## src/design/sysr_defines.vh

```
// constants for the sysref capture and duty-cycle stabilizer control bank
`ifndef SYSR_DEFINES_VH
`define SYSR_DEFINES_VH

// ----------------------------------------------------------------
// register offsets
// ----------------------------------------------------------------
`define SYSR_ADDR_W          12
`define SYSR_OFS_STAB_TWO    12'h11e
`define SYSR_OFS_STAB_THREE  12'h11f
`define SYSR_OFS_CAPT_ONE    12'h120
`define SYSR_OFS_IGNORE      12'h121
`define SYSR_OFS_TS_DELAY    12'h123
`define SYSR_OFS_EVT_COUNT   12'h12a
`define SYSR_OFS_SYNC_MODE   12'h1ff

// ----------------------------------------------------------------
// reset values
// ----------------------------------------------------------------
`define SYSR_RST_STAB_TWO    8'h88
`define SYSR_RST_STAB_THREE  8'h84
`define SYSR_RST_CAPT_ONE    8'h00
`define SYSR_RST_IGNORE      4'h0
`define SYSR_RST_TS_DELAY    7'h40
`define SYSR_RST_SYNC_MODE   1'h0

// ----------------------------------------------------------------
// field positions and codes
// ----------------------------------------------------------------
`define SYSR_STAB_PWR_BIT    0
`define SYSR_STAB_EN_BIT     1
`define SYSR_STAB_RSV_HI     7
`define SYSR_STAB_RSV_LO     3
`define SYSR_STAB3_BYPASS    8'h84
`define SYSR_STAB3_ENABLE    8'h81
`define SYSR_FLAG_RST_BIT    6
`define SYSR_TRANS_BIT       4
`define SYSR_EDGE_BIT        3
`define SYSR_MODE_HI         2
`define SYSR_MODE_LO         1
`define SYSR_MODE_OFF        2'h0
`define SYSR_MODE_CONT       2'h1
`define SYSR_MODE_NSHOT      2'h2

`endif

```

## src/design/sysr_capture.v

```verilog
// sysref transition detector with continuous and n-shot qualification
`default_nettype none

module sysr_capture (
    input  wire       clk,
    input  wire       rstn,
    input  wire       sample,
    input  wire       falling_valid,
    input  wire [1:0] mode,
    input  wire [3:0] ignore_count,
    output reg        capture
);
`include "sysr_defines.vh"

    // ----------------------------------------------------------------
    // n-shot states
    // ----------------------------------------------------------------
    localparam ST_SKIP = 3'h1;
    localparam ST_ARM  = 3'h2;
    localparam ST_DONE = 3'h4;

    reg        prev;
    reg  [2:0] state;
    reg  [2:0] next_state;
    reg  [3:0] skipped;
    reg  [3:0] next_skipped;
    reg        next_capture;
    wire       valid;

    // polarity picks which transition counts; see (RULE_05)
    assign valid = falling_valid ? (prev & ~sample) : (~prev & sample);

    always @* begin
        next_state   = state;
        next_skipped = skipped;
        next_capture = 1'b0;
        case (mode)
            `SYSR_MODE_CONT: begin
                next_capture = valid; // see (RULE_08)
                next_state   = ST_SKIP;
                next_skipped = 4'h0;
            end
            `SYSR_MODE_NSHOT: begin
                case (state)
                    ST_SKIP: begin
                        // skip the programmed number first; see (RULE_09)
                        if (skipped == ignore_count) begin
                            if (valid) begin
                                next_capture = 1'b1;
                                next_state   = ST_DONE;
                            end else begin
                                next_state = ST_ARM;
                            end
                        end else if (valid) begin
                            next_skipped = skipped + 4'h1;
                        end
                    end
                    ST_ARM: begin
                        if (valid) begin
                            next_capture = 1'b1;
                            next_state   = ST_DONE;
                        end
                    end
                    ST_DONE: begin
                        next_state = ST_DONE;
                    end
                    default: begin
                        next_state = ST_SKIP;
                    end
                endcase
            end
            default: begin
                // disabled or reserved code: capture nothing, re-arm; see (RULE_08)
                next_state   = ST_SKIP;
                next_skipped = 4'h0;
            end
        endcase
    end

    always @(posedge clk or negedge rstn) begin
        if (!rstn) begin
            prev    <= 1'b0;
            state   <= ST_SKIP;
            skipped <= 4'h0;
            capture <= 1'b0;
        end else begin
            prev    <= sample;
            state   <= next_state;
            skipped <= next_skipped;
            capture <= next_capture;
        end
    end

endmodule

`default_nettype wire

```

## src/design/sysr_regs.v

```verilog
// sysref capture and duty-cycle stabilizer control register bank
//
// Behaviour
// (RULE_01) Stabilizer two has power-up in bit 0 and enable in bit 1, and it only runs when powered and enabled.
// (RULE_02) Software writes stabilizer two with the same value as stabilizer one so both stages match.
// (RULE_03) Stabilizer three is a full-byte code where 0x84 bypasses (the reset value) and 0x81 enables.
// (RULE_04) Flag-reset bit 6 holds the capture flags cleared while set and lets them run while clear.
// (RULE_05) Transition-select bit 4 makes rising sysref valid at 0 and falling sysref valid at 1.
// (RULE_06) Software disables capture mode before changing the transition polarity.
// (RULE_07) Edge-select bit 3 samples sysref on the rising clock edge at 0 and the falling edge at 1.
// (RULE_08) Mode field bits 2:1 gives 00 disabled, 01 continuous and 10 n-shot capture.
// (RULE_09) N-shot mode skips the four-bit ignore count of valid transitions and acts on the next one.
// (RULE_10) A seven-bit timestamp delay of 0 to 127 sample cycles, reset 0x40, delays the capture mark.
// (RULE_11) An eight-bit count of captured events wraps after 255 and is cleared by the flag-reset bit.
// (RULE_12) Sample sync mode resets the dividers on capture, while partial mode only timestamps a sample.
`default_nettype none

module sysr_regs (
    input  wire        clk,
    input  wire        rstn,
    input  wire        reg_wr,
    input  wire        reg_rd,
    input  wire [11:0] reg_addr,
    input  wire [7:0]  reg_wdata,
    output reg  [7:0]  reg_rdata,
    output reg         reg_rvalid,
    input  wire        sysref_pin,
    output reg         stab_two_power_up,
    output reg         stab_two_enable,
    output reg         stab_three_enable,
    output reg         flags_hold_reset,
    output reg         capture_flag,
    output reg         divider_reset,
    output reg         timestamp_mark
);
`include "sysr_defines.vh"

    // reset image of the capture control byte, so single fields can be picked from it
    localparam [7:0] RST_CAPT_ONE = `SYSR_RST_CAPT_ONE;

    // ----------------------------------------------------------------
    // control registers
    // ----------------------------------------------------------------
    reg  [7:0] stab_two;
    reg  [7:0] stab_three;
    reg        flag_reset;
    reg        trans_falling;
    reg        edge_falling;
    reg  [1:0] capt_mode;
    reg  [3:0] ignore_count;
    reg  [6:0] ts_delay;
    reg        sync_partial;
    reg  [7:0] evt_count;

    wire wr_stab_two   = reg_wr && (reg_addr == `SYSR_OFS_STAB_TWO);
    wire wr_stab_three = reg_wr && (reg_addr == `SYSR_OFS_STAB_THREE);
    wire wr_capt_one   = reg_wr && (reg_addr == `SYSR_OFS_CAPT_ONE);
    wire wr_ignore     = reg_wr && (reg_addr == `SYSR_OFS_IGNORE);
    wire wr_ts_delay   = reg_wr && (reg_addr == `SYSR_OFS_TS_DELAY);
    wire wr_sync_mode  = reg_wr && (reg_addr == `SYSR_OFS_SYNC_MODE);

    always @(posedge clk or negedge rstn) begin
        if (!rstn) begin
            stab_two      <= `SYSR_RST_STAB_TWO;
            stab_three    <= `SYSR_RST_STAB_THREE;
            flag_reset    <= RST_CAPT_ONE[`SYSR_FLAG_RST_BIT];
            trans_falling <= 1'b0;
            edge_falling  <= 1'b0;
            capt_mode     <= `SYSR_MODE_OFF;
            ignore_count  <= `SYSR_RST_IGNORE;
            ts_delay      <= `SYSR_RST_TS_DELAY; // see (RULE_10)
            sync_partial  <= `SYSR_RST_SYNC_MODE;
        end else begin
            if (wr_stab_two) begin
                // bit 2 is not a field and reads zero; mirroring stabilizer one is
                // left to software, see (RULE_02)
                stab_two <= reg_wdata & 8'hfb;
            end
            if (wr_stab_three) begin
                stab_three <= reg_wdata;
            end
            if (wr_capt_one) begin
                flag_reset    <= reg_wdata[`SYSR_FLAG_RST_BIT];
                // polarity is taken as written; changing it with capture on
                // may fake one edge, see (RULE_06)
                trans_falling <= reg_wdata[`SYSR_TRANS_BIT];
                edge_falling  <= reg_wdata[`SYSR_EDGE_BIT];
                capt_mode     <= reg_wdata[`SYSR_MODE_HI:`SYSR_MODE_LO];
            end
            if (wr_ignore) begin
                ignore_count <= reg_wdata[3:0];
            end
            if (wr_ts_delay) begin
                ts_delay <= reg_wdata[6:0];
            end
            if (wr_sync_mode) begin
                sync_partial <= reg_wdata[0];
            end
        end
    end

    // ----------------------------------------------------------------
    // read port, one cycle latency, unmapped reads return zero
    // ----------------------------------------------------------------
    reg [7:0] next_rdata;

    always @* begin
        case (reg_addr)
            `SYSR_OFS_STAB_TWO:   next_rdata = stab_two;
            `SYSR_OFS_STAB_THREE: next_rdata = stab_three;
            `SYSR_OFS_CAPT_ONE:   next_rdata = {1'b0, flag_reset, 1'b0, trans_falling,
                                                edge_falling, capt_mode, 1'b0};
            `SYSR_OFS_IGNORE:     next_rdata = {4'h0, ignore_count};
            `SYSR_OFS_TS_DELAY:   next_rdata = {1'b0, ts_delay};
            `SYSR_OFS_EVT_COUNT:  next_rdata = evt_count;
            `SYSR_OFS_SYNC_MODE:  next_rdata = {7'h00, sync_partial};
            default:              next_rdata = 8'h00;
        endcase
    end

    always @(posedge clk or negedge rstn) begin
        if (!rstn) begin
            reg_rdata  <= 8'h00;
            reg_rvalid <= 1'b0;
        end else begin
            reg_rvalid <= reg_rd;
            if (reg_rd) begin
                reg_rdata <= next_rdata;
            end
        end
    end

    // ----------------------------------------------------------------
    // stabilizer controls
    // ----------------------------------------------------------------
    always @(posedge clk or negedge rstn) begin
        if (!rstn) begin
            stab_two_power_up <= 1'b0;
            stab_two_enable   <= 1'b0;
            stab_three_enable <= 1'b0;
        end else begin
            stab_two_power_up <= stab_two[`SYSR_STAB_PWR_BIT];
            // an enabled but unpowered stage stays bypassed; see (RULE_01)
            stab_two_enable   <= stab_two[`SYSR_STAB_EN_BIT] & stab_two[`SYSR_STAB_PWR_BIT];
            // any code other than the enable code leaves the stage bypassed; see (RULE_03)
            stab_three_enable <= (stab_three == `SYSR_STAB3_ENABLE);
        end
    end

    // ----------------------------------------------------------------
    // sysref sampling on either clock edge
    // ----------------------------------------------------------------
    reg rise_sync1;
    reg rise_sync2;
    reg fall_sync1;
    reg fall_sync2;

    // falling path lands its first stage on the low phase, then retimes once on the rising edge
    always @(negedge clk or negedge rstn) begin
        if (!rstn) begin
            fall_sync1 <= 1'b0;
        end else begin
            fall_sync1 <= sysref_pin;
        end
    end

    always @(posedge clk or negedge rstn) begin
        if (!rstn) begin
            rise_sync1 <= 1'b0;
            rise_sync2 <= 1'b0;
            fall_sync2 <= 1'b0;
        end else begin
            rise_sync1 <= sysref_pin;
            rise_sync2 <= rise_sync1;
            fall_sync2 <= fall_sync1;
        end
    end

    // pick the sampling edge; see (RULE_07)
    wire sysref_sample = edge_falling ? fall_sync2 : rise_sync2;
    wire capture;

    sysr_capture u_capture (
        .clk           (clk),
        .rstn          (rstn),
        .sample        (sysref_sample),
        .falling_valid (trans_falling),
        .mode          (capt_mode),
        .ignore_count  (ignore_count),
        .capture       (capture)
    );

    // ----------------------------------------------------------------
    // flags, event count and timestamp delay
    // ----------------------------------------------------------------
    reg       delay_busy;
    reg [6:0] delay_left;

    always @(posedge clk or negedge rstn) begin
        if (!rstn) begin
            flags_hold_reset <= 1'b0;
            capture_flag     <= 1'b0;
            evt_count        <= 8'h00;
        end else begin
            flags_hold_reset <= flag_reset; // see (RULE_04)
            if (flag_reset) begin
                capture_flag <= 1'b0; // see (RULE_04)
                evt_count    <= 8'h00; // see (RULE_11)
            end else if (capture) begin
                capture_flag <= 1'b1;
                evt_count    <= evt_count + 8'h01; // wraps past 255, see (RULE_11)
            end
        end
    end

    // a new capture during a pending delay restarts it rather than queueing
    always @(posedge clk or negedge rstn) begin
        if (!rstn) begin
            delay_busy     <= 1'b0;
            delay_left     <= 7'h00;
            divider_reset  <= 1'b0;
            timestamp_mark <= 1'b0;
        end else begin
            divider_reset  <= 1'b0;
            timestamp_mark <= 1'b0;
            if (capture) begin
                delay_busy <= 1'b1;
                delay_left <= ts_delay; // see (RULE_10)
            end else if (delay_busy) begin
                if (delay_left == 7'h00) begin
                    delay_busy     <= 1'b0;
                    timestamp_mark <= 1'b1;
                    divider_reset  <= ~sync_partial; // see (RULE_12)
                end else begin
                    delay_left <= delay_left - 7'h01;
                end
            end
        end
    end

endmodule

`default_nettype wire

```

## config.mk

```make
export PLATFORM = sky130hd
export DESIGN_NAME = sysr_regs
export DESIGN_NICKNAME = d
export VERILOG_FILES = /design/src/design/sysr_capture.v /design/src/design/sysr_regs.v
export VERILOG_INCLUDE_DIRS = /design/src /design/src/design
export SDC_FILE = /design/constraint.sdc
export NUM_CORES = 1
export LEC_CHECK = 0
export BUFFER_PORTS_ARGS = -buffer_cell sky130_fd_sc_hd__buf_2
export CAP_MARGIN = 40
export CELL_PAD_IN_SITES_DETAIL_PLACEMENT = 1
export CELL_PAD_IN_SITES_GLOBAL_PLACEMENT = 2
export CORE_MARGIN = 10
export CORE_UTILIZATION = 39
export DETAILED_ROUTE_END_ITERATION = 8
export MAX_ROUTING_LAYER = met4
export PLACE_DENSITY = 0.87
export SLEW_MARGIN = 25
export SYNTH_ARGS = -nofsm -noshare
export SYNTH_HDL_FRONTEND = slang
export SYNTH_SLANG_ARGS = --single-unit
```

## constraint.sdc

```tcl
create_clock -name clk -period 2.3 [get_ports clk]
set_input_delay 0.23 -clock clk [delete_from_list [all_inputs] [get_ports clk]]
set_output_delay 0.23 -clock clk [all_outputs]
set_load 0.005 [all_outputs]
```

==> reports/qor.csv <==
stage;metric;value;unit
setup_path;critical_path_class;reg2reg;
timing;setup_tns;0;ns
floorplan;io_pins;41;
floorplan;start_util;40.0;%
timing;finClkSkew;0.0182;ns
clocking;cts_resized;0;
yosys;synth_cell_type_count;53;
yosys;ys_seq_area_share;52.6;%
global_routing;use_met2;22.3;%
timing;maxSlewHeadroom;52.1;%
yosys;synthesis.nets;348;
detailed_routing;postRouteAntennaNets;0;
yosys;synthFlopType;dfrtp_1;
clocking;clkSlewWorstSetupHoldPaths;0.09;ns
setup_path;critPathArrivalTime;2.20;ns
timing;drv_slew;0;
timing;post-route-period-util;84.8;%
yosys;ys_warn_count;0;
place;io_buffers;40;
place;place_area;0.00402;mm^2
clocking;cts_tree;done;
global_routing;use_met3;2.96;%
detailed_routing;via_per_inst;5.51;
worst_hold_path;min_path_type;in2reg;
timing;setup_viol;0;
global_routing;grt_usage;14.7;%
global_routing;grt_start_max_net_pins;49;
yosys;synth_area_per_cell;11.6;um^2
timing;fmax;513;MHz
detailed_routing;drtPass1Iterations;4;
clocking;cts_buffers;9;
global_routing;gr-usage-met1;19.3;%
layout;area_growth;15.0;%
power_and_ir_drop;powerDensity;582;mW/mm^2
global_routing;overflow;0;
yosys;synthArstFlopShare;100;%
clocking;cts_sinks;77;
clocking;cts-root-buf;clkbuf_8;
power_and_ir_drop;power_leakage;2.07;nW
yosys;netlist_instances;317;
floorplan;die_y;117;um
timing;finalHoldViolCount;0;
global_routing;grt_pass1_wl;15200;um
layout;drive_gt1_share;29.5;%
global_routing;grt_pass1_vias;2801;
clocking;clockBufferDepth;2;
detailed_routing;routed_wl;9280;um
timing;period_minus_slack;1.95;ns
place;hpwl;7060;um
run_status;status;complete, no violations;
clocking;htreeDepth;3;
setup_path;end_kind;flop;
timing;rsz0062_at_grt;false;
setup_path;cp-start-kind;flop;
global_routing;grt_busiest_layer;met2;
detailed_routing;drt_iter0_drc;78;
yosys;ys_seq_elements;77;
floorplan;die-area;0.0137;mm^2
detailed_routing;wl_per_cell;19.3;um
power_and_ir_drop;vdd_ir_drop_max;0.359;mV
layout;num_antenna_cells;0;
yosys;synth_area;0.00368;mm^2
yosys;synth_edf_count;0;
timing;tightest_slew;0.713;ns
global_routing;antenna_found_initial;0;
run;drv_cap;0;
layout;final_nets;396;
clocking;clock_latency;0.36;ns
detailed_routing;route.detailed.drc;0;
setup_path;cp.required;2.55;ns
detailed_routing;vias;2650;
layout;stdcell_area;0.00423;mm^2
place;place.gp.congestion;0.797;
floorplan;dieWidth;117;um
setup_path;crit_fanout;4;
floorplan;rows;35;
floorplan;core;0.00920;mm^2
-- timing repair --
action	4_1_cts	5_1_grt
endpoints found under the hold margin	29	0
hold buffers	2	0
buffers inserted	0	0
-- flip-flops by register name, indices dropped and copies added, names as in the netlist, 2 cells and up --
signal             cells
u_capture.state        3
u_capture.skipped      4
stab_two               7
capt_mode              2
reg_rdata              8
ts_delay               7
delay_left             7
evt_count              8
stab_three             8
ignore_count           4
-- cell usage in the layout, fill, tap and decap left out, types with 6 or more instances in the layout --
cell type	count
o22ai_1	9
nor2_1	17
o21ai_0	7
mux2_1	9
buf_2	39
dfstp_2	6
xor2_1	13
and2_1	6
buf_4	7
ha_1	6
nand2_1	17
mux2i_1	8
mux2_2	36
dfrtp_1	70
inv_1	18
clkbuf_8	9
nand3_1	6
-- metrics by stage --
stage / util (%) / instances / setup WS [ns] / hold WS (ns) / power, W
after floorplan: - / 317 / 0.532 / -0.0656 / 0.00143
after global placement: 43.7 / 463 / 0.337 / 0.319 / 0.00150
after detailed placement: 43.7 / 463 / 0.292 / 0.325 / 0.00150
after CTS: 46.0 / 481 / 0.339 / 0.0717 / 0.00250
after global routing: 46.0 / 481 / 0.261 / 0.0779 / 0.00257
final: 46.0 / 481 / 0.349 / 0.0840 / 0.00246
-- final timing paths --
kind / to / startpoint / slack [ns] / cells after the start
worst max-delay path: delay_left[5] / delay_left[3] / 0.35 / 5
worst min-delay path: reg_rvalid / reg_rd / 0.08 / 1
worst max register to register: delay_left[5] / delay_left[3] / 0.35 / 5
worst min register to register: rise_sync2 / rise_sync1 / 0.36 / 0
max in group asynchronous: fall_sync1 / rstn / 0.86 / 2
min in group asynchronous: reg_rdata[6] / rstn / 0.51 / 3
-- power by group --
group / total, W / internal (W) / switching, W / leakage (nW)
clock: 0.000989 / 0.000418 / 0.000571 / 0.0943
sequential: 0.00137 / 0.00136 / 0.00000436 / 1.04
combinational: 0.000109 / 0.0000351 / 0.0000744 / 0.937
total: 0.00246 / 0.00181 / 0.000650 / 2.07
-- area by class of cell --
cell class	count	area (um^2)
clock buffer	9	124
clock inverter	7	65.1
fill	992	4970
inverter	18	67.6
multi-input combinational	211	1630
sequential	77	1930
tap	111	139
timing repair buffer	48	268
-- critical path, cell delays in order (launching register included) --
cell and delay [ns]:
dfrtp_1 0.42, or4_1 0.59, o21ai_1 0.31, nor4_1 0.11, xor2_1 0.15, mux2_2 0.27
-- kinds of logic after synthesis --
kind of cell | synth area share, %
muxes | 16.0
buffers and inverters | 3.03
adders and majority gates | 2.04
DFF | 52.6
AOI/OAI and AO/OA | 8.74
and+or+nand+nor | 13.8
xor gates and xnor gates | 3.81
-- routing by layer --
layer | vias to the layer above | share of wire [%]
met5 | - | 0
met4 | 0 | 1.4
met3 | 13 | 3.3
met2 | 35 | 48
met1 | 1369 | 47
li1 | 1233 | -
-- cells in the mapped netlist, types with 2 or more instances --
library cell   n  area (um^2)
mux2i_1        8         80.1
and4_1         3         26.3
a32oi_1        5         43.8
dfstp_2        6          158
inv_1         18         67.6
nand2_1       17         63.8
and2_1         6         37.5
nand2b_1       5         31.3
o22ai_1        9         56.3
o31ai_1        2         15.0
clkbuf_1       8         30.0
xnor2_1        3         26.3
a22oi_1        4         30.0
mux2_1         9          101
dfrtp_1       70         1750
nor2b_1        2         12.5
nand4_1        4         25.0
nand2_2        2         12.5
nand3_1        6         30.0
ha_1           6         75.1
and3_1         5         31.3
o21a_1         3         22.5
o21ai_0        7         35.0
or3_1          3         18.8
nor2_1        17         63.8
nor4b_1        2         17.5
a32o_1         3         30.0
mux2_2        36          405
nor3_1         3         15.0
o211ai_1       2         15.0
xor2_1        13          114
buf_2          2         10.0
a21oi_1        4         20.0
nor4_1         5         31.3
Note: power is estimated with default switching activity, not from simulation.
